**src/hrs_cfg.svh**
```systemverilog
// Constants for the hardware return stack
`ifndef HRS_CFG_SVH
`define HRS_CFG_SVH

// ----------------------------------------------------------------------
// Depth per core variant
// ----------------------------------------------------------------------
`define HRS_DEPTH_C12 2
`define HRS_DEPTH_C14 8
`define HRS_DEPTH_C16 16
`define HRS_DEPTH_C18 31

// ----------------------------------------------------------------------
// Widths, increments and reset values
// ----------------------------------------------------------------------
`define HRS_PC_W 21
`define HRS_PC_INC 1
`define HRS_PTR_RST 0
`define HRS_SPACE_RST 1'b1

`endif

```
**src/hrs_pkg.sv**
```systemverilog
// Types shared by the hardware return stack files
package hrs_pkg;

    // Core variant selection
    typedef enum logic [1:0] {
        hrs_core_12 = 2'b00,
        hrs_core_14 = 2'b01,
        hrs_core_16 = 2'b10,
        hrs_core_18 = 2'b11
    } hrs_core_e;

    // Stack operation decoded from the sequencer strobes
    typedef enum logic [1:0] {
        hrs_op_none = 2'b00,
        hrs_op_push = 2'b01,
        hrs_op_pop = 2'b10
    } hrs_op_e;

endpackage

```
**src/hardware_return_stack.sv**
```systemverilog
// Hardware return-address stack for a small microcontroller core
//
// Notes on behaviour
// - Depth is a parameter fixed by the chosen core variant.
// - Twelve-bit core holds two return addresses.
// - Fourteen-bit core holds eight return addresses.
// - Sixteen-bit core holds sixteen return addresses.
// - Enhanced sixteen-bit core holds thirty-one return addresses.
// - Twelve/fourteen-bit: call or interrupt pushes PC plus one.
// - Sixteen-bit: call, long call or interrupt pushes PC plus one.
// - Twelve-bit: only return with literal pops into the PC.
// - Wider cores: literal return, return, interrupt return all pop.
// - Push onto a full stack still stores and flags overflow.
// - Twelve/fourteen-bit: popping an empty stack flags underflow.
// - Twelve-bit empty pop returns the previously popped value.
// - Fourteen-bit empty pop wraps pointer to top of full stack.
// - Fourteen-bit: pop after wrap raises no further underflow.
// - Sixteen-bit overflow clears stack space flag until reset.
// - Overflow and underflow reported only while break enable set.
// - Enhanced core overflow stores, flags, clears space flag.
`timescale 1ns/1ps
`include "hrs_cfg.svh"
module hardware_return_stack import hrs_pkg::*; #(
    parameter hrs_core_e CORE = hrs_core_14, // Core variant
    parameter int PC_W = `HRS_PC_W // Program counter width
) (
    input wire logic mclk, // System clock, 100 MHz
    input wire logic rst_n, // Synchronous reset, active low
    input wire logic [PC_W-1:0] pc, // Current program counter
    input wire logic do_call, // Call instruction strobe
    input wire logic do_long_call, // Long call instruction strobe
    input wire logic do_irq, // Interrupt taken strobe
    input wire logic do_return_with_literal, // Return with literal strobe
    input wire logic do_return, // Return strobe
    input wire logic do_return_from_interrupt, // Return from interrupt strobe
    input wire logic break_enable, // Stack overflow break enable
    output logic [PC_W-1:0] return_pc_q, // Popped return address
    output logic return_valid_q, // Return address valid, one cycle
    output logic overflow_q, // Overflow indication, one cycle
    output logic underflow_q, // Underflow indication, one cycle
    output logic stack_space_flag, // Space available, wide cores
    output logic [5:0] level_q // Entries currently held
);

    // ------------------------------------------------------------------
    // Depth selection
    // ------------------------------------------------------------------
    // Depth fixed per variant
    localparam int DEPTH = (CORE == hrs_core_12) ? `HRS_DEPTH_C12 :   // two
                           (CORE == hrs_core_14) ? `HRS_DEPTH_C14 :   // eight
                           (CORE == hrs_core_16) ? `HRS_DEPTH_C16 :   // sixteen
                           `HRS_DEPTH_C18;                            // thirty-one
    localparam int PTR_W = $clog2(DEPTH);
    localparam logic [5:0] DEPTH_L = 6'(DEPTH);
    localparam logic [PTR_W-1:0] TOP_IDX = PTR_W'(DEPTH - 1);
    localparam bit WIDE_CORE = (CORE == hrs_core_16) || (CORE == hrs_core_18);

    // ------------------------------------------------------------------
    // Storage and state
    // ------------------------------------------------------------------
    logic [PC_W-1:0] mem_q [DEPTH];
    logic [PTR_W-1:0] wr_ptr_q;
    logic [PTR_W-1:0] wr_ptr_d;
    logic [PTR_W-1:0] rd_idx;
    logic [5:0] level_d;
    logic wrapped_q;
    logic [PC_W-1:0] last_pop_q;
    logic [PC_W-1:0] push_val;
    hrs_op_e op;
    logic do_push;
    logic do_pop;
    logic is_full;
    logic is_empty;
    logic ovf_evt;
    logic unf_evt;
    logic space_q;

    hrs_decode #(
        .CORE(CORE)
    ) u_decode (
        .do_call(do_call),
        .do_long_call(do_long_call),
        .do_irq(do_irq),
        .do_return_with_literal(do_return_with_literal),
        .do_return(do_return),
        .do_return_from_interrupt(do_return_from_interrupt),
        .op(op)
    );

    assign do_push = (op == hrs_op_push);
    assign do_pop = (op == hrs_op_pop);
    assign is_full = (level_q == DEPTH_L);
    assign is_empty = (level_q == 6'h00);
    // Saved value is PC plus one
    assign push_val = pc + PC_W'(`HRS_PC_INC);
    assign rd_idx = (wr_ptr_q == '0) ? TOP_IDX : wr_ptr_q - PTR_W'(1);

    // ------------------------------------------------------------------
    // Pointer arithmetic
    // ------------------------------------------------------------------
    // Circular pointer: a full stack keeps storing and overwrites the oldest
    always_comb begin
        wr_ptr_d = wr_ptr_q;
        level_d = level_q;
        if (do_push) begin
            wr_ptr_d = (wr_ptr_q == TOP_IDX) ? '0 : wr_ptr_q + PTR_W'(1);
            if (!is_full) begin
                level_d = level_q + 6'h01;
            end
        end else if (do_pop) begin
            if (!is_empty) begin
                wr_ptr_d = rd_idx;
                level_d = level_q - 6'h01;
            end else if (CORE == hrs_core_14) begin
                // Wrap to top of a full stack
                wr_ptr_d = rd_idx;
                level_d = DEPTH_L - 6'h01;
            end
        end
    end

    always_ff @(posedge mclk) begin
        if (!rst_n) begin
            wr_ptr_q <= PTR_W'(`HRS_PTR_RST);
            level_q <= 6'(`HRS_PTR_RST);
        end else begin
            wr_ptr_q <= wr_ptr_d;
            level_q <= level_d;
        end
    end

    // ------------------------------------------------------------------
    // Entry storage
    // ------------------------------------------------------------------
    genvar gi;
    generate
        for (gi = 0; gi < DEPTH; gi++) begin : g_entry
            // Push always stores, even when full
            always_ff @(posedge mclk) begin
                if (!rst_n) begin
                    mem_q[gi] <= '0;
                end else if (do_push && wr_ptr_q == PTR_W'(gi)) begin
                    mem_q[gi] <= push_val;
                end
            end
        end
    endgenerate

    // ------------------------------------------------------------------
    // Return address output
    // ------------------------------------------------------------------
    always_ff @(posedge mclk) begin
        if (!rst_n) begin
            return_pc_q <= '0;
            return_valid_q <= 1'b0;
            last_pop_q <= '0;
        end else begin
            return_valid_q <= do_pop;
            if (do_pop) begin
                if (is_empty && CORE == hrs_core_12) begin
                    return_pc_q <= last_pop_q;
                end else begin
                    return_pc_q <= mem_q[rd_idx];
                    last_pop_q <= mem_q[rd_idx];
                end
            end
        end
    end

    // ------------------------------------------------------------------
    // Wrap tracking and error reporting
    // ------------------------------------------------------------------
    // Remember a wrap so the next pop stays quiet
    always_ff @(posedge mclk) begin
        if (!rst_n) begin
            wrapped_q <= 1'b0;
        end else if (do_push) begin
            wrapped_q <= 1'b0;
        end else if (do_pop && CORE == hrs_core_14) begin
            wrapped_q <= is_empty;
        end
    end

    // Overflow on push into a full stack
    assign ovf_evt = do_push && is_full;
    // Underflow on narrow cores only, suppressed after a wrap
    assign unf_evt = do_pop && is_empty && !WIDE_CORE && !wrapped_q;

    always_ff @(posedge mclk) begin
        if (!rst_n) begin
            overflow_q <= 1'b0;
            underflow_q <= 1'b0;
        end else begin
            overflow_q <= ovf_evt && break_enable;
            underflow_q <= unf_evt && break_enable;
        end
    end

    // ------------------------------------------------------------------
    // Stack space flag
    // ------------------------------------------------------------------
    // Overflow drops the flag until reset; reset sets it
    hrs_flag_sticky u_space (
        .mclk(mclk),
        .rst_n(rst_n),
        .clear_evt(ovf_evt),
        .flag_q(space_q)
    );

    // Narrow cores have no such bit; they read constant one
    assign stack_space_flag = WIDE_CORE ? space_q : `HRS_SPACE_RST;

endmodule // hardware_return_stack

```
**src/hrs_decode.sv**
```systemverilog
// Push and pop decode from sequencer strobes, per core variant
`timescale 1ns/1ps
`include "hrs_cfg.svh"
module hrs_decode import hrs_pkg::*; #(
    parameter hrs_core_e CORE = hrs_core_14
) (
    input wire logic do_call, // Call instruction executes
    input wire logic do_long_call, // Long call instruction executes
    input wire logic do_irq, // Interrupt taken
    input wire logic do_return_with_literal, // Return with literal executes
    input wire logic do_return, // Plain return executes
    input wire logic do_return_from_interrupt, // Return from interrupt executes
    output hrs_op_e op // Decoded stack operation
);
    logic push_req;
    logic pop_req;

    always_comb begin
        push_req = do_call | do_irq;
        // Long call also pushes on wide cores
        if (CORE == hrs_core_16 || CORE == hrs_core_18) begin
            push_req = push_req | do_long_call;
        end
        // Twelve-bit core pops on literal return only
        if (CORE == hrs_core_12) begin
            pop_req = do_return_with_literal;
        end else begin
            pop_req = do_return_with_literal | do_return | do_return_from_interrupt;
        end
        // Push wins if the sequencer ever strobes both
        if (push_req) begin
            op = hrs_op_push;
        end else if (pop_req) begin
            op = hrs_op_pop;
        end else begin
            op = hrs_op_none;
        end
    end
endmodule // hrs_decode

```
**src/hrs_flag_sticky.sv**
```systemverilog
// Sticky status bit: set by reset, cleared by an event until reset
`timescale 1ns/1ps
module hrs_flag_sticky (
    input wire logic mclk, // System clock
    input wire logic rst_n, // Synchronous reset, active low
    input wire logic clear_evt, // Event that drops the bit
    output logic flag_q // Sticky flag
);
    always_ff @(posedge mclk) begin
        if (!rst_n) begin
            flag_q <= 1'b1;
        end else if (clear_evt) begin
            flag_q <= 1'b0;
        end
    end
endmodule // hrs_flag_sticky

```
**config.mk**
```make
export PLATFORM = sky130hd
export DESIGN_NAME = hardware_return_stack
export DESIGN_NICKNAME = d
export VERILOG_FILES = /design/src/hrs_pkg.sv /design/src/hardware_return_stack.sv /design/src/hrs_decode.sv /design/src/hrs_flag_sticky.sv
export VERILOG_INCLUDE_DIRS = /design/src
export SDC_FILE = /design/constraint.sdc
export NUM_CORES = 1
export LEC_CHECK = 0
export ABC_AREA = 0
export BUFFER_PORTS_ARGS = -buffer_cell sky130_fd_sc_hd__buf_2
export CAP_MARGIN = 20
export CORE_MARGIN = 2
export CORE_UTILIZATION = 39
export DETAILED_ROUTE_END_ITERATION = 8
export SLEW_MARGIN = 20
export SYNTH_ARGS = -nofsm -noshare
export SYNTH_HDL_FRONTEND = slang
export SYNTH_HIERARCHICAL = 1
export SYNTH_SLANG_ARGS = --single-unit
```
**constraint.sdc**
```tcl
create_clock -name mclk -period 2.5 [get_ports mclk]
set_input_delay 0.25 -clock mclk [delete_from_list [all_inputs] [get_ports mclk]]
set_output_delay 0.25 -clock mclk [all_outputs]
set_load 0.02 [all_outputs]
```
==> results of run 1 <==
==> critical path, cell delays in order (launching register included) <==
cell,delay (ns)
dfxtp_1,0.38
inv_1,0.12
ha_4,0.20
and2b_1,0.19
nor2_4,0.11
buf_12,0.23
mux4_2,0.55
o211a_1,0.22
==> power breakdown <==
part | switching (W) | internal (W)
logic | 0.00100 | 0.000676
registers | 0.0000954 | 0.00392
clock network | 0.00129 | 0.00182
total | 0.00239 | 0.00642
==> state kept, by name (all words and copies together), names as in the netlist <==
register,count
wrapped_q,1
underflow_q,1
mem_q,168
return_valid_q,1
level_q,6
return_pc_q,21
overflow_q,1
wr_ptr_q,3
==> cell usage in the layout, fill, tap and decap left out, types with 2 or more instances in the layout <==
cell,n
a21o_1,21
a21oi_1,45
and2_1,6
and3_1,4
and4_1,4
buf_12,8
buf_2,58
buf_4,50
clkbuf_1,5
clkbuf_16,23
clkinv_2,5
clkinv_4,2
dfxtp_1,34
edfxtp_1,168
ha_1,12
inv_1,9
mux2i_1,44
mux4_2,21
nand2_1,27
nand2b_1,5
nand3_1,38
nand4_1,11
nand4b_1,2
nor2_1,132
nor2b_1,2
nor3_1,9
nor3b_1,2
o211a_1,21
o21a_1,22
o21ai_0,30
o21ai_1,4
o31ai_1,2
or3_1,3
or3_2,2
xnor2_1,4
xor2_1,12
==> stage by stage <==
stage                     total power (W)  std cells  setup slack (ns)  hold slack, ns    util
after CTS                        0.008869       1196            0.3706          0.1303  0.4625
final                            0.008806       1196            0.3871          0.1431  0.4625
after floorplan                  0.005153        779           0.03391          0.3984       -
after detailed placement         0.005777       1156            0.3987          0.4111  0.4334
after global placement           0.005742       1156            0.4312          0.4104  0.4334
after global routing             0.009140       1196            0.2636          0.1621  0.4625
==> routing by layer <==
metal / routed length [microns] / share of wire
met5: 0 / 0
met4: 602 / 0.024
met3: 1727 / 0.068
met2: 11920 / 0.47
met1: 11140 / 0.44
==> kinds of logic (layout without fill, tap and decap cells) <==
kind of cell / Yosys count / in the layout
other: 1 / 1
XOR/XNOR: 16 / 16
AND/OR/NAND/NOR: 260 / 260
adder cells (fa/ha/maj): 13 / 13
flip-flops: 202 / 202
buffers and inverters: 72 / 165
multiplexers: 66 / 66
AO/OA/AOI/OAI: 149 / 149
==> final timing paths <==
path | to | slack (ns) | cells after the start
hold / removal | mem_q[1][0] | 0.14 | 2
setup / recovery | return_pc_q[4] | 0.39 | 7
hold reg to reg | underflow_q | 0.42 | 1
setup reg to reg | return_pc_q[4] | 0.39 | 7
==> final cells by class <==
type                            instances  area, sq um
Tap cell                              324        405.4
Clock buffer                           29        608.1
Clock inverter                         10        83.83
Fill cell                            2252        12960
Inverter                                9        33.78
Timing Repair Buffer                  117        835.8
Multi-Input combinational cell        505         3456
Sequential cell                       202         5725
==> timing repair <==
| action | in CTS | in global routing |
|---|---|---|
| setup buffers | 0 | 0 |
| endpoints found under the hold margin | 1 | 0 |
| hold buffers | 1 | 0 |
==> results.py, run 1 <==
metrics = {
    "status": {
        "status": "finished, final reports clean",
    },
    "sta": {
        "fin_worst_skew_ns": 0.01749,
        "rsz0062_at_grt": "false",
        "drv_slew": 0,
        "fin_crit_ns": 2.113,
        "fmax_mhz": 473.3,
        "setup_viol": 0,
        "maxSlewHeadroom": 0.4704,
        "final_hold_viol_count": 0,
        "tns_ns": 0,
        "worst_pin_slew_ns": 0.7887,
        "fin_crit_sh": 0.8451,
    },
    "synthesis": {
        "synth_top_family_by_area": "simple AND/OR/NAND/NOR gates",
        "post-synth-top-count-cell": "edfxtp_1",
        "synthSimpleGateAreaFrac": 0.1295,
        "muxShareOfSynthArea": 0.09743,
        "synth_compound_area_frac": 0.1028,
        "syn_nets": 822,
        "ys_async_sr_fraction": 0,
        "synthesis.area_sq_um": 9490,
        "post_synth_most_frequent_cells": "168 x edfxtp_1, 133 x nor2_1, 45 x a21oi_1",
        "synth_edf_count": 168,
        "syn_avg_cell_area_sq_um": 12.18,
        "synth-seq-cells": 202,
        "yosysTopAreaCell": "edfxtp_1",
        "synth_warnings": 6,
        "synthFlopType": "edfxtp_1",
        "synth_top_area_share": 0.5316,
        "synthTopCellsByArea": "edfxtp_1 53%, dfxtp_1 7.2%, nor2_1 5.3%",
        "synth-seq-area-share": 0.6033,
        "synth_adder_area_share": 0.01714,
        "synth.distinct_cells": 52,
        "synthXorXnorAreaFrac": 0.01477,
        "synthCells": 779,
    },
    "pwr": {
        "cellPowerDensity_nw_per_um2": 789.9,
        "p_leak_nw": 4.398,
        "irDropWorstVdd_mv": 0.3791,
    },
    "die": {
        "rows": 57,
        "start_util": 0.3937,
        "dieHeight_microns": 160.0,
        "dieArea_sq_um": 25600,
        "io_pins": 61,
        "fp.dieW_microns": 160.0,
        "core_area_sq_um": 24110,
    },
    "critical_path": {
        "crit_type": "reg2reg",
        "critical_path_arrival_ns": 2.50,
        "crit_path_end_kind": "flip-flop",
        "crit_path_max_fanout": 21,
        "crit_start": "wr_ptr_q[1]",
        "critPathLaunchType": "flip-flop",
        "timing.rr.start": "wr_ptr_q[1]",
        "cp.required_ns": 2.89,
    },
    "global_route": {
        "use_met2": 0.3278,
        "top_usage_layer": "met2",
        "grt_max_degree": 41,
        "grt.met1_usage": 0.2813,
        "first_global_vias": 6490,
        "antenna_found_initial": 0,
        "grt.overflow.total": 0,
        "globalRouteMet3Util": 0.02909,
        "grt_usage": 0.2007,
        "grt_pass1_wl_mm": 39.22,
    },
    "clock_network": {
        "cts_tree": "built",
        "clk_pin_slew_ns": 0.06,
        "clock_latency_ns": 0.50,
        "clk_path_buf_depth": 3,
        "cts_resized": 0,
        "cts.sinks": 202,
        "cts_root_buffer": "clkbuf_16",
        "numCtsBuffers": 22,
        "htreeDepth": 1,
    },
    "drt": {
        "viasPerCell": 5.495,
        "firstDrtPassIters": 5,
        "drt_iter0_drc": 563,
        "vias": 6572,
        "ant_nets": 0,
        "drt-wirelength-per-cell_microns": 21.23,
        "drt-total-wl_mm": 25.39,
        "drc": 0,
    },
    "placed_design": {
        "port_buffers": 58,
        "hpwlAfterDp_mm": 15.27,
        "gp_congestion": 0.7625,
        "placed_area_sq_um": 10450,
    },
    "layout": {
        "drive_above_1_share": 0.2087,
        "area_delta_synth_final_pct": 17.47,
        "nets": 900,
        "antenna_cells": 0,
        "postLayoutCellArea_sq_um": 11150,
    },
    "min_path": {
        "hold_path.class": "in2reg",
        "hold_start": "pc[0]",
    },
    "job": {
        "max_cap_violations": 0,
    },
}
No activity file was read; power rests on OpenSTA's default activity.
==> run 2: changes to the inputs <==
==> constraint.sdc (replaced) <==
create_clock -name mclk -period 2.2 [get_ports mclk]
set_input_delay 0.22 -clock mclk [delete_from_list [all_inputs] [get_ports mclk]]
set_output_delay 0.22 -clock mclk [all_outputs]
set_load 0.02 [all_outputs]
==> run 2 against run 1 <==
  * Cell count increased by 1.1%
  * Combinational power is 21% higher
  * Total power increased by 17%
  * Sequential power increased by 13%
  * Maximum frequency rose by 2.8%
  * Global-route usage shrank 0.83 points
  * Sequential share of layout area down 1.3 points
  * Cell area is 2.6% higher
==> results.py, run 2 (synthesis gave the netlist of run 1 again) <==
metrics = {
    "status": {
        "status": "finished, final reports clean",
    },
    "global_route": {
        "grt_pass1_wl_mm": 37.47,
        "grt_usage": 0.1923,
        "antenna_found_initial": 0,
        "grt.overflow.total": 0,
        "grt_max_degree": 26,
        "first_global_vias": 6383,
    },
    "critical_path": {
        "crit_type": "reg2reg",
        "crit_path_end_kind": "flip-flop",
        "critPathLaunchType": "flip-flop",
        "cp.required_ns": 2.59,
        "crit_path_max_fanout": 11,
        "crit_start": "wr_ptr_q[1]",
        "rr_endpoint": "return_pc_q[10]",
        "critical_path_arrival_ns": 2.45,
        "r2r_cells": 7,
        "regToRegSetupSlack_ns": 0.14,
        "timing.rr.start": "wr_ptr_q[1]",
    },
    "clock_network": {
        "cts_tree": "built",
        "clock_latency_ns": 0.51,
        "numCtsBuffers": 23,
        "clk_pin_slew_ns": 0.06,
        "cts_root_buffer": "clkbuf_16",
        "clk_path_buf_depth": 3,
        "cts.sinks": 202,
        "post_cts_buffers": 0,
        "htreeDepth": 1,
        "cts_resized": 0,
    },
    "placed_design": {
        "gp_congestion": 0.7571,
        "port_buffers": 58,
        "pre_cts_ws_ns": 0.1370,
        "placed_area_sq_um": 10700,
        "hpwlAfterDp_mm": 15.39,
    },
    "die": {
        "fp.dieW_microns": 160.0,
        "io_pins": 61,
        "dieHeight_microns": 160.0,
        "core_area_sq_um": 24110,
        "rows": 57,
        "dieArea_sq_um": 25600,
        "start_util": 0.3937,
    },
    "pwr": {
        "p_leak_nw": 4.525,
        "cellPowerDensity_nw_per_um2": 899.0,
        "irDropWorstVdd_mv": 0.4683,
    },
    "drt": {
        "ant_nets": 0,
        "drt-total-wl_mm": 24.87,
        "vias": 6540,
        "drt-wirelength-per-cell_microns": 20.57,
        "firstDrtPassIters": 5,
        "drt_iter0_drc": 515,
        "viasPerCell": 5.409,
        "drc": 0,
    },
    "sta": {
        "fin_crit_sh": 0.9345,
        "worst_pin_slew_ns": 0.7910,
        "finalWorstSetupSlack_ns": 0.1442,
        "drv_slew": 0,
        "tns_ns": 0,
        "fin_crit_ns": 2.056,
        "fmax_mhz": 486.4,
        "fin_worst_skew_ns": 0.01699,
        "final_hold_viol_count": 0,
        "maxSlewHeadroom": 0.4689,
        "setup_viol": 0,
        "rsz0062_at_grt": "false",
    },
    "min_path": {
        "hold_path_end": "mem_q[2][0]",
        "hold_start": "pc[0]",
        "hold_depth": 2,
        "hold_path.class": "in2reg",
    },
    "layout": {
        "postLayoutCellArea_sq_um": 11430,
        "final_common_cell": "edfxtp_1",
        "nets": 911,
        "fin_util": 0.4744,
        "area_delta_synth_final_pct": 20.49,
        "final_cell_mix": "168 x edfxtp_1, 132 x nor2_1, 58 x buf_2",
        "largest_reg_flops": 168,
        "top_regs": "mem_q x168, return_pc_q x21, level_q x6",
        "antenna_cells": 0,
        "regMostFlops": "mem_q",
        "drive_above_1_share": 0.2237,
    },
    "job": {
        "max_cap_violations": 0,
    },
}
## run 2: cell count changes in the layout (fill, tap and decap cells not counted), moves of 2 or more
cell	before	now
buf_12	8	21
nand2_2	0	4
clkinv_1	1	3
clkbuf_1	5	8
clkinv_2	5	3
buf_4	50	47
nand2_1	27	23
clkinv_4	2	0
## run 2: timing repair
action / 4_1_cts / 5_1_grt
setup endpoints to repair: 0 / 0
hold endpoints to repair: 2 / 0
hold buffers: 1 / 0
## run 2: metal layers
layer / vias to the layer above / routed length [microns] / global-route usage
met5: - / 0 / 0
met4: 0 / 304 / 0.04095
met3: 21 / 1532 / 0.02312
met2: 203 / 12320 / 0.3339
met1: 3264 / 10710 / 0.2611
li1: 3052 / - / -
## run 2: per-stage QoR
step,total power (W),instances,hold slack [ns]
floorplan,0.005884,779,0.3709
global placement,0.006655,1166,0.4245
detailed placement,0.006691,1166,0.4210
CTS,0.01035,1209,0.1124
global route,0.01064,1209,0.1356
finish,0.01028,1209,0.1277
## run 2: critical path, stage by stage (launching register included)
cell,delay [ns]
dfxtp_1,0.34
inv_1,0.09
ha_4,0.19
and2b_2,0.22
nor2_4,0.18
buf_12,0.18
mux4_2,0.51
o211a_1,0.21
## run 2: final cells by class
class / count / area (sq um)
Inverter: 9 / 33.78
Tap cell: 324 / 405.4
Multi-Input combinational cell: 505 / 3471
Fill cell: 2207 / 12670
Clock inverter: 10 / 102.6
Timing Repair Buffer: 127 / 1074
Sequential cell: 202 / 5729
Clock buffer: 32 / 619.3
## run 2: worst max path at each step
stage	slack, ns	endpoint	depth (start not counted)
floorplan	0.008	return_pc_q[0]	8
global placement	0.16	level_q[4]	10
detailed placement	0.14	return_pc_q[19]	9
finish	0.14	return_pc_q[10]	7
global route	0.04	return_pc_q[14]	7
CTS	0.13	return_pc_q[10]	7
## run 2: power by group
| group | internal [W] | switching [W] |
|---|---|---|
| sequential | 0.00446 | 0.000101 |
| clock | 0.00220 | 0.00148 |
| combinational | 0.000877 | 0.00117 |
